$ cat src/common/qtimer_pkg.sv
`default_nettype none
package qtimer_pkg;

  // ========================================
  // register map, byte addresses
  localparam logic [7:0] ADDR_CTRL_AB = 8'h00;
  localparam logic [7:0] ADDR_CTRL_CD = 8'h04;
  localparam logic [7:0] ADDR_DATA_A  = 8'h08;
  localparam logic [7:0] ADDR_DATA_B  = 8'h0C;
  localparam logic [7:0] ADDR_DATA_C  = 8'h10;
  localparam logic [7:0] ADDR_DATA_D  = 8'h14;
  localparam logic [7:0] ADDR_EDGE    = 8'h18;
  localparam logic [7:0] ADDR_IRQ_EN  = 8'h1C;

  // ========================================
  // field positions and reset values
  localparam int CTRL_A_LSB     = 0;
  localparam int CTRL_B_LSB     = 4;
  localparam int CTRL_C_LSB     = 4;
  localparam int CTRL_D_LSB     = 0;
  localparam int EDGE_BIT_A     = 4;
  localparam int EDGE_BIT_B     = 3;
  localparam int IRQ_EN_AUX_LSB = 4;
  localparam logic [7:0] REG_RESET       = 8'h00;
  localparam logic [5:0] IRQ_EN_RESET    = 6'h00;
  localparam logic [7:0] CTRL_CD_MASK    = 8'h77;
  localparam logic [7:0] CNT_RELOAD_MARK = 8'h01;
  localparam logic [1:0] RESP_OKAY       = 2'h0;
  localparam logic [1:0] RESP_SLVERR     = 2'h2;

  // ========================================
  // mode codes and prescale divisors
  localparam logic [3:0] AB_MODE_STOP  = 4'h0;
  localparam logic [3:0] AB_MODE_EVENT = 4'h8;
  localparam logic [2:0] CD_MODE_STOP  = 3'h0;
  localparam logic [7:0] PRESC_4   = 8'h04;
  localparam logic [7:0] PRESC_10  = 8'h0A;
  localparam logic [7:0] PRESC_16  = 8'h10;
  localparam logic [7:0] PRESC_50  = 8'h32;
  localparam logic [7:0] PRESC_64  = 8'h40;
  localparam logic [7:0] PRESC_100 = 8'h64;
  localparam logic [7:0] PRESC_200 = 8'hC8;

  typedef enum logic [1:0] {MODE_STOP, MODE_DELAY, MODE_EVENT, MODE_PULSE} tmode_t;

  typedef struct packed {
    tmode_t     mode;
    logic [2:0] presc;
  } tcfg_t;

  typedef struct packed {
    logic       wr;
    logic [7:0] val;
  } dwrite_t;

  function automatic logic [7:0] presc_div(input logic [2:0] sel);
    case (sel)
      3'h1: presc_div = PRESC_4;
      3'h2: presc_div = PRESC_10;
      3'h3: presc_div = PRESC_16;
      3'h4: presc_div = PRESC_50;
      3'h5: presc_div = PRESC_64;
      3'h6: presc_div = PRESC_100;
      default: presc_div = PRESC_200;
    endcase
  endfunction : presc_div

  function automatic tcfg_t decode_ab(input logic [3:0] f);
    decode_ab.presc = f[2:0];
    if (f == AB_MODE_STOP) decode_ab.mode = MODE_STOP;
    else if (f == AB_MODE_EVENT) decode_ab.mode = MODE_EVENT;
    else if (f[3]) decode_ab.mode = MODE_PULSE;
    else decode_ab.mode = MODE_DELAY;
  endfunction : decode_ab

  function automatic tcfg_t decode_cd(input logic [2:0] f);
    decode_cd.presc = f;
    decode_cd.mode  = (f == CD_MODE_STOP) ? MODE_STOP : MODE_DELAY;
  endfunction : decode_cd

endpackage : qtimer_pkg
`default_nettype wire

$ cat src/hw/quad_prescaled_timer_unit.sv
`default_nettype none
module quad_prescaled_timer_unit
  import qtimer_pkg::*;
(
  // clock and reset
  input  wire logic        ref_clk,
  input  wire logic        reset,

  // AXI4-Lite write address
  input  wire logic [7:0]  s_axi_awaddr,
  input  wire logic        s_axi_awvalid,
  output logic             s_axi_awready,

  // AXI4-Lite write data
  input  wire logic [31:0] s_axi_wdata,
  input  wire logic [3:0]  s_axi_wstrb,
  input  wire logic        s_axi_wvalid,
  output logic             s_axi_wready,

  // AXI4-Lite write response
  output logic [1:0]       s_axi_bresp,
  output logic             s_axi_bvalid,
  input  wire logic        s_axi_bready,

  // AXI4-Lite read
  input  wire logic [7:0]  s_axi_araddr,
  input  wire logic        s_axi_arvalid,
  output logic             s_axi_arready,
  output logic [31:0]      s_axi_rdata,
  output logic [1:0]       s_axi_rresp,
  output logic             s_axi_rvalid,
  input  wire logic        s_axi_rready,

  // timer pins
  input  wire logic        timer_clock_in_one,
  input  wire logic        timer_a_aux_input,
  input  wire logic        timer_b_aux_input,
  input  wire logic        port_line_four,
  input  wire logic        port_line_three,
  output logic             timer_a_toggle_out,
  output logic             timer_b_toggle_out,
  output logic             timer_c_toggle_out,
  output logic             timer_d_toggle_out,

  // interrupt channel requests
  output logic [3:0]       timeout_irq,
  output logic [1:0]       port_irq
);

  // ========================================
  // registers
  logic [7:0] ctrl_ab_q;
  logic [7:0] ctrl_cd_q;
  logic [7:0] edge_select_register;
  logic [5:0] irq_en_q;

  // ========================================
  // timer clock edge
  // the timer clock is sampled as a level; one tick per rising edge
  // limitation: a timer clock at or above half of ref_clk loses ticks
  logic tclk_q;
  logic tclk_prev_q;

  wire logic tick = tclk_q & ~tclk_prev_q;

  always_ff @(posedge ref_clk) begin
    if (reset) begin
      tclk_q      <= 1'b0;
      tclk_prev_q <= 1'b0;
    end else begin
      tclk_q      <= timer_clock_in_one;
      tclk_prev_q <= tclk_q;
    end
  end

  // ========================================
  // mode decode
  tcfg_t cfg [4];

  assign cfg[0] = decode_ab(ctrl_ab_q[CTRL_A_LSB +: 4]);
  assign cfg[1] = decode_ab(ctrl_ab_q[CTRL_B_LSB +: 4]);
  assign cfg[2] = decode_cd(ctrl_cd_q[CTRL_C_LSB +: 3]);
  assign cfg[3] = decode_cd(ctrl_cd_q[CTRL_D_LSB +: 3]);

  // ========================================
  // auxiliary inputs of timers A and B
  wire logic [1:0] aux_in    = {timer_b_aux_input, timer_a_aux_input};
  wire logic [1:0] line_in   = {port_line_three, port_line_four};
  wire logic [1:0] edge_bit  = {edge_select_register[EDGE_BIT_B],
                                edge_select_register[EDGE_BIT_A]};
  logic [1:0] aux_act;
  logic [1:0] ev_pulse;
  logic [1:0] irq_evt;
  logic [1:0] ev_lvl_q;
  logic [1:0] irq_lvl_q;

  for (genvar i = 0; i < 2; i++) begin : g_aux
    wire logic pw  = cfg[i].mode == MODE_PULSE;
    wire logic ec  = cfg[i].mode == MODE_EVENT;
    // edge bit set means active high
    wire logic act = aux_in[i] ~^ edge_bit[i];
    // port line keeps its own I/O; only its channel is borrowed
    wire logic src = (pw | ec) ? aux_in[i] : line_in[i];
    // inverted sense in pulse width flags the end of the pulse
    wire logic lvl = (src ~^ edge_bit[i]) ^ pw;

    assign aux_act[i]  = act;
    assign ev_pulse[i] = act & ~ev_lvl_q[i];
    assign irq_evt[i]  = lvl & ~irq_lvl_q[i];

    always_ff @(posedge ref_clk) begin
      if (reset) begin
        // idle level after reset is high, so no false edge follows reset
        ev_lvl_q[i]  <= 1'b1;
        irq_lvl_q[i] <= 1'b1;
      end else begin
        ev_lvl_q[i]  <= act;
        irq_lvl_q[i] <= lvl;
      end
    end
  end

  // ========================================
  // AXI4-Lite write path
  logic       aw_have_q;
  logic       w_have_q;
  logic [7:0] waddr_q;
  logic [7:0] wdata_q;
  logic       wstrb_q;

  wire logic aw_hs  = s_axi_awvalid & s_axi_awready;
  wire logic w_hs   = s_axi_wvalid & s_axi_wready;
  wire logic do_wr  = aw_have_q & w_have_q & ~s_axi_bvalid;
  wire logic wr_map = waddr_q inside {ADDR_CTRL_AB, ADDR_CTRL_CD, ADDR_DATA_A,
                                      ADDR_DATA_B, ADDR_DATA_C, ADDR_DATA_D,
                                      ADDR_EDGE, ADDR_IRQ_EN};
  // only byte lane 0 carries register bits
  wire logic wr_en  = do_wr & wr_map & wstrb_q;

  wire logic wr_ctrl_ab = wr_en & (waddr_q == ADDR_CTRL_AB);
  wire logic wr_ctrl_cd = wr_en & (waddr_q == ADDR_CTRL_CD);
  wire logic wr_edge    = wr_en & (waddr_q == ADDR_EDGE);
  wire logic wr_irq_en  = wr_en & (waddr_q == ADDR_IRQ_EN);

  dwrite_t dwr [4];

  assign dwr[0] = '{wr: wr_en & (waddr_q == ADDR_DATA_A), val: wdata_q};
  assign dwr[1] = '{wr: wr_en & (waddr_q == ADDR_DATA_B), val: wdata_q};
  assign dwr[2] = '{wr: wr_en & (waddr_q == ADDR_DATA_C), val: wdata_q};
  assign dwr[3] = '{wr: wr_en & (waddr_q == ADDR_DATA_D), val: wdata_q};

  always_ff @(posedge ref_clk) begin
    if (reset) begin
      s_axi_awready <= 1'b0;
      s_axi_wready  <= 1'b0;
      aw_have_q     <= 1'b0;
      w_have_q      <= 1'b0;
      waddr_q       <= REG_RESET;
      wdata_q       <= REG_RESET;
      wstrb_q       <= 1'b0;
      s_axi_bvalid  <= 1'b0;
      s_axi_bresp   <= RESP_OKAY;
    end else begin
      s_axi_awready <= s_axi_awvalid & ~s_axi_awready & ~aw_have_q & ~s_axi_bvalid;
      s_axi_wready  <= s_axi_wvalid & ~s_axi_wready & ~w_have_q & ~s_axi_bvalid;
      if (aw_hs) begin
        aw_have_q <= 1'b1;
        waddr_q   <= s_axi_awaddr;
      end
      if (w_hs) begin
        w_have_q <= 1'b1;
        wdata_q  <= s_axi_wdata[7:0];
        wstrb_q  <= s_axi_wstrb[0];
      end
      if (do_wr) begin
        aw_have_q    <= 1'b0;
        w_have_q     <= 1'b0;
        s_axi_bvalid <= 1'b1;
        s_axi_bresp  <= wr_map ? RESP_OKAY : RESP_SLVERR;
      end else if (s_axi_bready) begin
        s_axi_bvalid <= 1'b0;
      end
    end
  end

  // ========================================
  // control registers
  always_ff @(posedge ref_clk) begin
    if (reset) begin
      ctrl_ab_q            <= REG_RESET;
      ctrl_cd_q            <= REG_RESET;
      edge_select_register <= REG_RESET;
      irq_en_q             <= IRQ_EN_RESET;
    end else begin
      if (wr_ctrl_ab) ctrl_ab_q <= wdata_q;
      if (wr_ctrl_cd) ctrl_cd_q <= wdata_q & CTRL_CD_MASK;
      if (wr_edge) edge_select_register <= wdata_q;
      if (wr_irq_en) irq_en_q <= wdata_q[5:0];
    end
  end

  // ========================================
  // the four timers
  logic [7:0] cnt [4];
  logic [3:0] toggle;
  logic [3:0] tmo;

  for (genvar t = 0; t < 4; t++) begin : g_tmr
    // C and D have no auxiliary input
    wire logic act_t = (t < 2) ? aux_act[t % 2] : 1'b0;
    wire logic ev_t  = (t < 2) ? ev_pulse[t % 2] : 1'b0;

    timer_channel u_chan (
      .ref_clk   (ref_clk),
      .reset     (reset),
      .cfg       (cfg[t]),
      .tick      (tick),
      .aux_act   (act_t),
      .ev_pulse  (ev_t),
      .dwr       (dwr[t]),
      .cnt_q     (cnt[t]),
      .toggle_q  (toggle[t]),
      .timeout_q (tmo[t])
    );
  end

  assign timer_a_toggle_out = toggle[0];
  assign timer_b_toggle_out = toggle[1];
  assign timer_c_toggle_out = toggle[2];
  assign timer_d_toggle_out = toggle[3];

  // ========================================
  // interrupt channel requests, one cycle each
  always_ff @(posedge ref_clk) begin
    if (reset) begin
      timeout_irq <= 4'h0;
      port_irq    <= 2'h0;
    end else begin
      timeout_irq <= tmo & irq_en_q[3:0];
      port_irq    <= irq_evt & irq_en_q[IRQ_EN_AUX_LSB +: 2];
    end
  end

  // ========================================
  // AXI4-Lite read path
  // reading a data address returns the live main counter
  wire logic ar_hs = s_axi_arvalid & s_axi_arready;
  wire logic [7:0] ra = s_axi_araddr;

  wire logic rd_map = ra inside {ADDR_CTRL_AB, ADDR_CTRL_CD, ADDR_DATA_A,
                                 ADDR_DATA_B, ADDR_DATA_C, ADDR_DATA_D,
                                 ADDR_EDGE, ADDR_IRQ_EN};
  wire logic [7:0] rd_val =
    (ra == ADDR_CTRL_AB) ? ctrl_ab_q :
    (ra == ADDR_CTRL_CD) ? ctrl_cd_q :
    (ra == ADDR_DATA_A)  ? cnt[0] :
    (ra == ADDR_DATA_B)  ? cnt[1] :
    (ra == ADDR_DATA_C)  ? cnt[2] :
    (ra == ADDR_DATA_D)  ? cnt[3] :
    (ra == ADDR_EDGE)    ? edge_select_register :
    (ra == ADDR_IRQ_EN)  ? {2'h0, irq_en_q} : 8'h00;

  always_ff @(posedge ref_clk) begin
    if (reset) begin
      s_axi_arready <= 1'b0;
      s_axi_rvalid  <= 1'b0;
      s_axi_rdata   <= 32'h0000_0000;
      s_axi_rresp   <= RESP_OKAY;
    end else begin
      s_axi_arready <= s_axi_arvalid & ~s_axi_arready & ~s_axi_rvalid;
      if (ar_hs) begin
        s_axi_rvalid <= 1'b1;
        s_axi_rdata  <= {24'h00_0000, rd_val};
        s_axi_rresp  <= rd_map ? RESP_OKAY : RESP_SLVERR;
      end else if (s_axi_rready) begin
        s_axi_rvalid <= 1'b0;
      end
    end
  end

  // ========================================
  // checks
  AST_TICK_ONE: assert property (@(posedge ref_clk) disable iff (reset)
    tick |=> !tick)
    else $error("timer tick wider than one cycle");

  AST_EC_COUNT: assert property (@(posedge ref_clk) disable iff (reset)
    cfg[0].mode == MODE_EVENT && ev_pulse[0] && cnt[0] != CNT_RELOAD_MARK
      && !dwr[0].wr |=> cnt[0] == $past(cnt[0]) - 8'h01)
    else $error("event edge did not decrement timer A");

  AST_EC_IRQ: assert property (@(posedge ref_clk) disable iff (reset)
    cfg[0].mode == MODE_EVENT && $stable(cfg[0]) && $stable(edge_bit[0])
      && ev_pulse[0] && irq_en_q[IRQ_EN_AUX_LSB] |=> port_irq[0])
    else $error("counted edge did not raise port channel");

  AST_PW_END_IRQ: assert property (@(posedge ref_clk) disable iff (reset)
    cfg[1].mode == MODE_PULSE && $stable(cfg[1]) && $stable(edge_bit[1])
      && edge_bit[1] && $fell(timer_b_aux_input) && irq_en_q[IRQ_EN_AUX_LSB + 1]
      |=> port_irq[1])
    else $error("pulse end did not interrupt");

  AST_LINE_IRQ: assert property (@(posedge ref_clk) disable iff (reset)
    cfg[1].mode == MODE_STOP && $stable(cfg[1]) && $stable(edge_bit[1]) && edge_bit[1]
      && $rose(port_line_three) && irq_en_q[IRQ_EN_AUX_LSB + 1] |=> port_irq[1])
    else $error("port line three did not raise its channel");

  AST_TMO_IRQ: assert property (@(posedge ref_clk) disable iff (reset)
    tmo[2] && irq_en_q[2] |=> timeout_irq[2] ##1 !timeout_irq[2] || tmo[2])
    else $error("timeout not delivered to channel");

  AST_B_HOLD: assert property (@(posedge ref_clk) disable iff (reset)
    s_axi_bvalid && !s_axi_bready |=> s_axi_bvalid && $stable(s_axi_bresp))
    else $error("write response dropped before taken");

endmodule : quad_prescaled_timer_unit
`default_nettype wire

$ cat src/hw/timer_channel.sv
`default_nettype none
module timer_channel
  import qtimer_pkg::*;
(
  // clock and reset
  input  wire logic    ref_clk,
  input  wire logic    reset,
  // control
  input  wire tcfg_t   cfg,
  input  wire logic    tick,
  input  wire logic    aux_act,
  input  wire logic    ev_pulse,
  input  wire dwrite_t dwr,
  // state
  output logic [7:0]   cnt_q,
  output logic         toggle_q,
  output logic         timeout_q
);

  // ========================================
  // prescaler
  logic [7:0] presc_q;
  logic [7:0] data_q;

  wire logic       stopped   = cfg.mode == MODE_STOP;
  wire logic       ev_mode   = cfg.mode == MODE_EVENT;
  wire logic       pw_mode   = cfg.mode == MODE_PULSE;
  wire logic       presc_run = (cfg.mode == MODE_DELAY) | (pw_mode & aux_act);
  wire logic [7:0] div_last  = presc_div(cfg.presc) - 8'h01;
  // >= rather than == so a shrunk divisor still wraps at once
  wire logic       presc_hit = presc_run & tick & (presc_q >= div_last);
  wire logic       cnt_pulse = presc_hit | (ev_mode & ev_pulse);
  wire logic       at_mark   = cnt_q == CNT_RELOAD_MARK;
  wire logic       reload    = cnt_pulse & at_mark;
  wire logic       load_now  = stopped & dwr.wr;

  wire logic [7:0] presc_d = (stopped | ev_mode | presc_hit) ? '0 :
                             (presc_run & tick) ? presc_q + 8'h01 : presc_q;
  // a running write waits in data_q for the next reload
  wire logic [7:0] cnt_d = load_now ? dwr.val :
                           cnt_pulse ? (at_mark ? data_q : cnt_q - 8'h01) : cnt_q;

  always_ff @(posedge ref_clk) begin
    if (reset) begin
      presc_q   <= '0;
      data_q    <= REG_RESET;
      cnt_q     <= REG_RESET;
      toggle_q  <= 1'b0;
      timeout_q <= 1'b0;
    end else begin
      presc_q   <= presc_d;
      data_q    <= dwr.wr ? dwr.val : data_q;
      cnt_q     <= cnt_d;
      toggle_q  <= toggle_q ^ reload;
      timeout_q <= reload;
    end
  end

  // ========================================
  // checks
  AST_RELOAD: assert property (@(posedge ref_clk) disable iff (reset)
    reload && !load_now |=> timeout_q && cnt_q == $past(data_q))
    else $error("no reload at mark");
  AST_DECR: assert property (@(posedge ref_clk) disable iff (reset)
    cnt_pulse && !at_mark |=> cnt_q == $past(cnt_q) - 8'h01)
    else $error("count pulse did not decrement");
  AST_TOGGLE: assert property (@(posedge ref_clk) disable iff (reset)
    timeout_q |-> toggle_q != $past(toggle_q))
    else $error("output did not toggle on timeout");
  AST_STOP_HOLD: assert property (@(posedge ref_clk) disable iff (reset)
    stopped && !dwr.wr |=> $stable(cnt_q) && presc_q == 8'h00 && !timeout_q)
    else $error("stopped timer moved");
  AST_STOP_LOAD: assert property (@(posedge ref_clk) disable iff (reset)
    load_now |=> cnt_q == $past(dwr.val) && data_q == $past(dwr.val))
    else $error("stopped write did not load counter");
  AST_PW_HALT: assert property (@(posedge ref_clk) disable iff (reset)
    pw_mode && !aux_act && !dwr.wr |=> $stable(cnt_q) && !timeout_q)
    else $error("pulse width timer ran while inactive");

endmodule : timer_channel
`default_nettype wire

$ cat config.mk
export PLATFORM = sky130hd
export DESIGN_NAME = quad_prescaled_timer_unit
export DESIGN_NICKNAME = d
export VERILOG_FILES = /design/src/common/qtimer_pkg.sv /design/src/hw/quad_prescaled_timer_unit.sv /design/src/hw/timer_channel.sv
export SDC_FILE = /design/constraint.sdc
export NUM_CORES = 1
export LEC_CHECK = 0
export BUFFER_PORTS_ARGS = -buffer_cell sky130_fd_sc_hd__buf_2
export CAP_MARGIN = 10
export CORE_UTILIZATION = 25
export CTS_BUF_LIST = sky130_fd_sc_hd__clkbuf_8
export DETAILED_ROUTE_END_ITERATION = 6
export SKIP_LAST_GASP = 1
export SLEW_MARGIN = 5
export SYNTH_ARGS = -nofsm -noshare
export SYNTH_HDL_FRONTEND = slang
export SYNTH_SLANG_ARGS = --single-unit
$ cat constraint.sdc
create_clock -name ref_clk -period 6.46 [get_ports ref_clk]
set_clock_uncertainty 0.15 [all_clocks]
set_input_delay 0.646 -clock ref_clk [delete_from_list [all_inputs] [get_ports ref_clk]]
set_output_delay 0.646 -clock ref_clk [all_outputs]
set_load 0.005 [all_outputs]
==> results.ini <==
[clock_tree]
cts-resized-gates = 0
numCtsBuffers = 17
insertion_delay_ps = 490
cts_setup_buffers = 0
cts_htree_levels = 4
cts-root-buf = clkbuf_8
clock_path_buffers = 2
clock_sinks = 178
hold_buffers = 0
cts_tree = yes
clkTransAtPathRegs_ps = 120

[synthesis]
synth_edf_count = 0
yosysSeqAreaShare_pct = 36.4
yosys.cell_types.count = 61
syn_area_um2 = 9780
synthCells = 1220
synthArstFlopShare_pct = 0
synth_seq_cells = 178
yosys_warnings = 0
syn_avg_cell_area_um2 = 8.02
yosys_most_used_dff = dfxtp_1

[hold_path]
min_to = wdata_q[0]$_SDFFE_PP0P_
min-delay-start = s_axi_wdata[0]
hold_path_class = input pin to register
min_path_cells = 3

[setup_path]
timing.rr.end = g_tmr[1].u_chan.toggle_q$_SDFF_PP0_
critPathMaxFanout = 12
start_kind = register
r2r_cells = 12
critPathArrivalTime_ps = 4100
endpoint_kind = register
r2r_slack_ps = 2580
critPathRequiredTime_ps = 6680
regToRegStartpoint = ctrl_ab_q[6]$_SDFFE_PP0P_
critical_path_class = register to register

[floorplanning]
ios = 115
fp.coreArea_um2 = 38600
rows = 72
die_w_um = 200
initial_core_util_pct = 25.3
die_h_um = 200
die-area_um2 = 39900

[grt]
antenna_found_initial = 0
gr-usage-met1_pct = 17.4
grt_pass1_wl_um = 41500
busiest_layer = met2
gr-usage-met3_pct = 2.39
grtUsageMet2_pct = 21.3
grt_pass1_vias = 7765
grt_use_total_pct = 13.2
grt_max_degree = 90
grt_overflow_total = 0

[sta]
fmax_mhz = 258
worst_pin_slew_ps = 1130
fin_tns_setup_ps = 0
drv_slew = 0
rsz0062_at_grt = no
finalHoldViolations = 0
setup_viol = 0
period_share_pct = 60.1
period_needed_ps = 3880
relSlewSlack_pct = 24.8

[detailed_routing]
drt_iter0_markers = 689
viasPerCell = 4.85
firstDrtPassIters = 5
num_vias = 8539
routed_wirelength_um = 25900
drc = 0
antenna_left = 0
wire_per_inst_um = 14.7

[finish]
nets = 1337
n_antenna_cell = 0
area_growth_pct = 9.90
drive_gt1_share_pct = 10.6
final_util_pct = 27.8

[power_and_ir_drop]
ir_drop_v = 0.000105
power.total_mw = 1.97
p_per_area_nw_per_um2 = 183
p_leak_nw = 4.02

[run_status]
status = finished, final reports clean

[place]
port_buffers = 61
place.gp.congestion = 0.852
hpwlAfterDp_um = 18400

[job]
drv_cap = 0

cell type report:
| cell class | instances | area [µm²] |
|---|---|---|
| Tap cell | 518 | 648 |
| Sequential cell | 178 | 3560 |
| Fill cell | 4158 | 27900 |
| Clock buffer | 17 | 234 |
| Inverter | 20 | 75.1 |
| Multi-Input combinational cell | 944 | 5710 |
| Timing Repair Buffer | 68 | 360 |
| Clock inverter | 15 | 156 |
placed cells by master (no fill, tap or decap), drive strengths merged, types with 17 or more instances in the layout:
master | netlist | routed
ha | 44 | 44
dfxtp | 178 | 178
mux2i | 36 | 36
nor2 | 121 | 121
xor2 | 25 | 25
xnor2 | 19 | 19
o21ai | 45 | 45
nand2b | 35 | 35
conb | 1 | 26
clkbuf | 49 | 17
buf | 54 | 68
a211oi | 25 | 25
nand2 | 154 | 154
inv | 20 | 31
nor3 | 29 | 29
a21oi | 124 | 124
nand3 | 72 | 72
registers in the layout, summed over array words and instances (netlist names), 2 cells and up:
name,cells
ctrl_ab_q,8
ctrl_cd_q,6
edge_select_register,8
ev_lvl_q,2
g_tmr.u_chan.cnt_q,32
g_tmr.u_chan.data_q,32
g_tmr.u_chan.presc_q,32
g_tmr.u_chan.timeout_q,4
g_tmr.u_chan.toggle_q,4
irq_en_q,6
irq_lvl_q,2
port_irq,2
s_axi_rdata,8
timeout_irq,4
waddr_q,8
wdata_q,8
power by group:
part           internal [mW]  switching, mW  total, mW
clock network          0.291          0.477      0.768
registers               1.10         0.0150       1.12
logic                 0.0272         0.0562     0.0834
total                   1.42          0.548       1.97
worst max-delay path by stage:
stage	from	depth (start not counted)	slack [ps]	end
global placement	ctrl_ab_q[6]$_SDFFE_PP0P_	12	2680	g_tmr[1].u_chan.toggle_q$_SDFF_PP0_
finish	ctrl_ab_q[6]$_SDFFE_PP0P_	12	2580	g_tmr[1].u_chan.toggle_q$_SDFF_PP0_
global route	ctrl_ab_q[6]$_SDFFE_PP0P_	12	2120	g_tmr[1].u_chan.toggle_q$_SDFF_PP0_
floorplan	ctrl_ab_q[2]$_SDFFE_PP0P_	14	3390	g_tmr[0].u_chan.toggle_q$_SDFF_PP0_
detailed placement	ctrl_ab_q[6]$_SDFFE_PP0P_	12	2590	g_tmr[1].u_chan.toggle_q$_SDFF_PP0_
CTS	ctrl_ab_q[6]$_SDFFE_PP0P_	12	2560	g_tmr[1].u_chan.toggle_q$_SDFF_PP0_
metrics by stage:
stage / cell area, µm² / instances / worst slack, ps / hold WS, ps
2_1_floorplan: 9870 / 1245 / 3390 / 224
3_3_place_gp: 10400 / 1728 / 2680 / 254
3_5_place_dp: 10400 / 1728 / 2590 / 255
4_1_cts: 10700 / 1760 / 2560 / 213
5_1_grt: 10700 / 1760 / 2120 / 216
6_report: 10700 / 1760 / 2580 / 236
logic make-up after synthesis:
logic type / synth area share (%)
DFF: 36.4
other: 0.0383
AOI/OAI and AO/OA: 17.4
and+or+nand+nor: 24.9
muxes: 5.53
buffers and inverters: 6.13
xor gates and xnor gates: 3.94
adders and majority gates: 5.63
synth_stat cells, types with 14 or more instances:
library cell	number	area, µm²
dfxtp_1	178	3560
nand2_1	153	574
a21oi_1	124	621
nor2_1	121	454
nand3_1	72	360
clkbuf_1	49	184
o21ai_0	45	225
ha_1	44	551
mux2i_1	36	360
nand2b_1	35	219
buf_4	26	195
nor3_1	25	125
xor2_1	25	219
a211oi_1	23	173
inv_1	20	75.1
xnor2_1	19	166
mux2_2	16	180
buf_2	14	70.1
per-layer routing:
metal	routed length (µm)	share of wire, %
met5	0	0
met4	644	2.5
met3	1080	4.2
met2	12000	46
met1	12200	47
worst max-delay path, stage by stage (launching register included):
cell	delay (ps)
dfxtp_1	600
nor2_1	100
a21oi_1	170
ha_1	210
nand2b_1	130
o211ai_1	110
ha_1	220
nor4_1	230
o21ai_0	210
a21o_1	240
a21oi_1	890
nor2b_1	170
mux2_2	330
No activity file was read; power rests on OpenSTA's default activity.
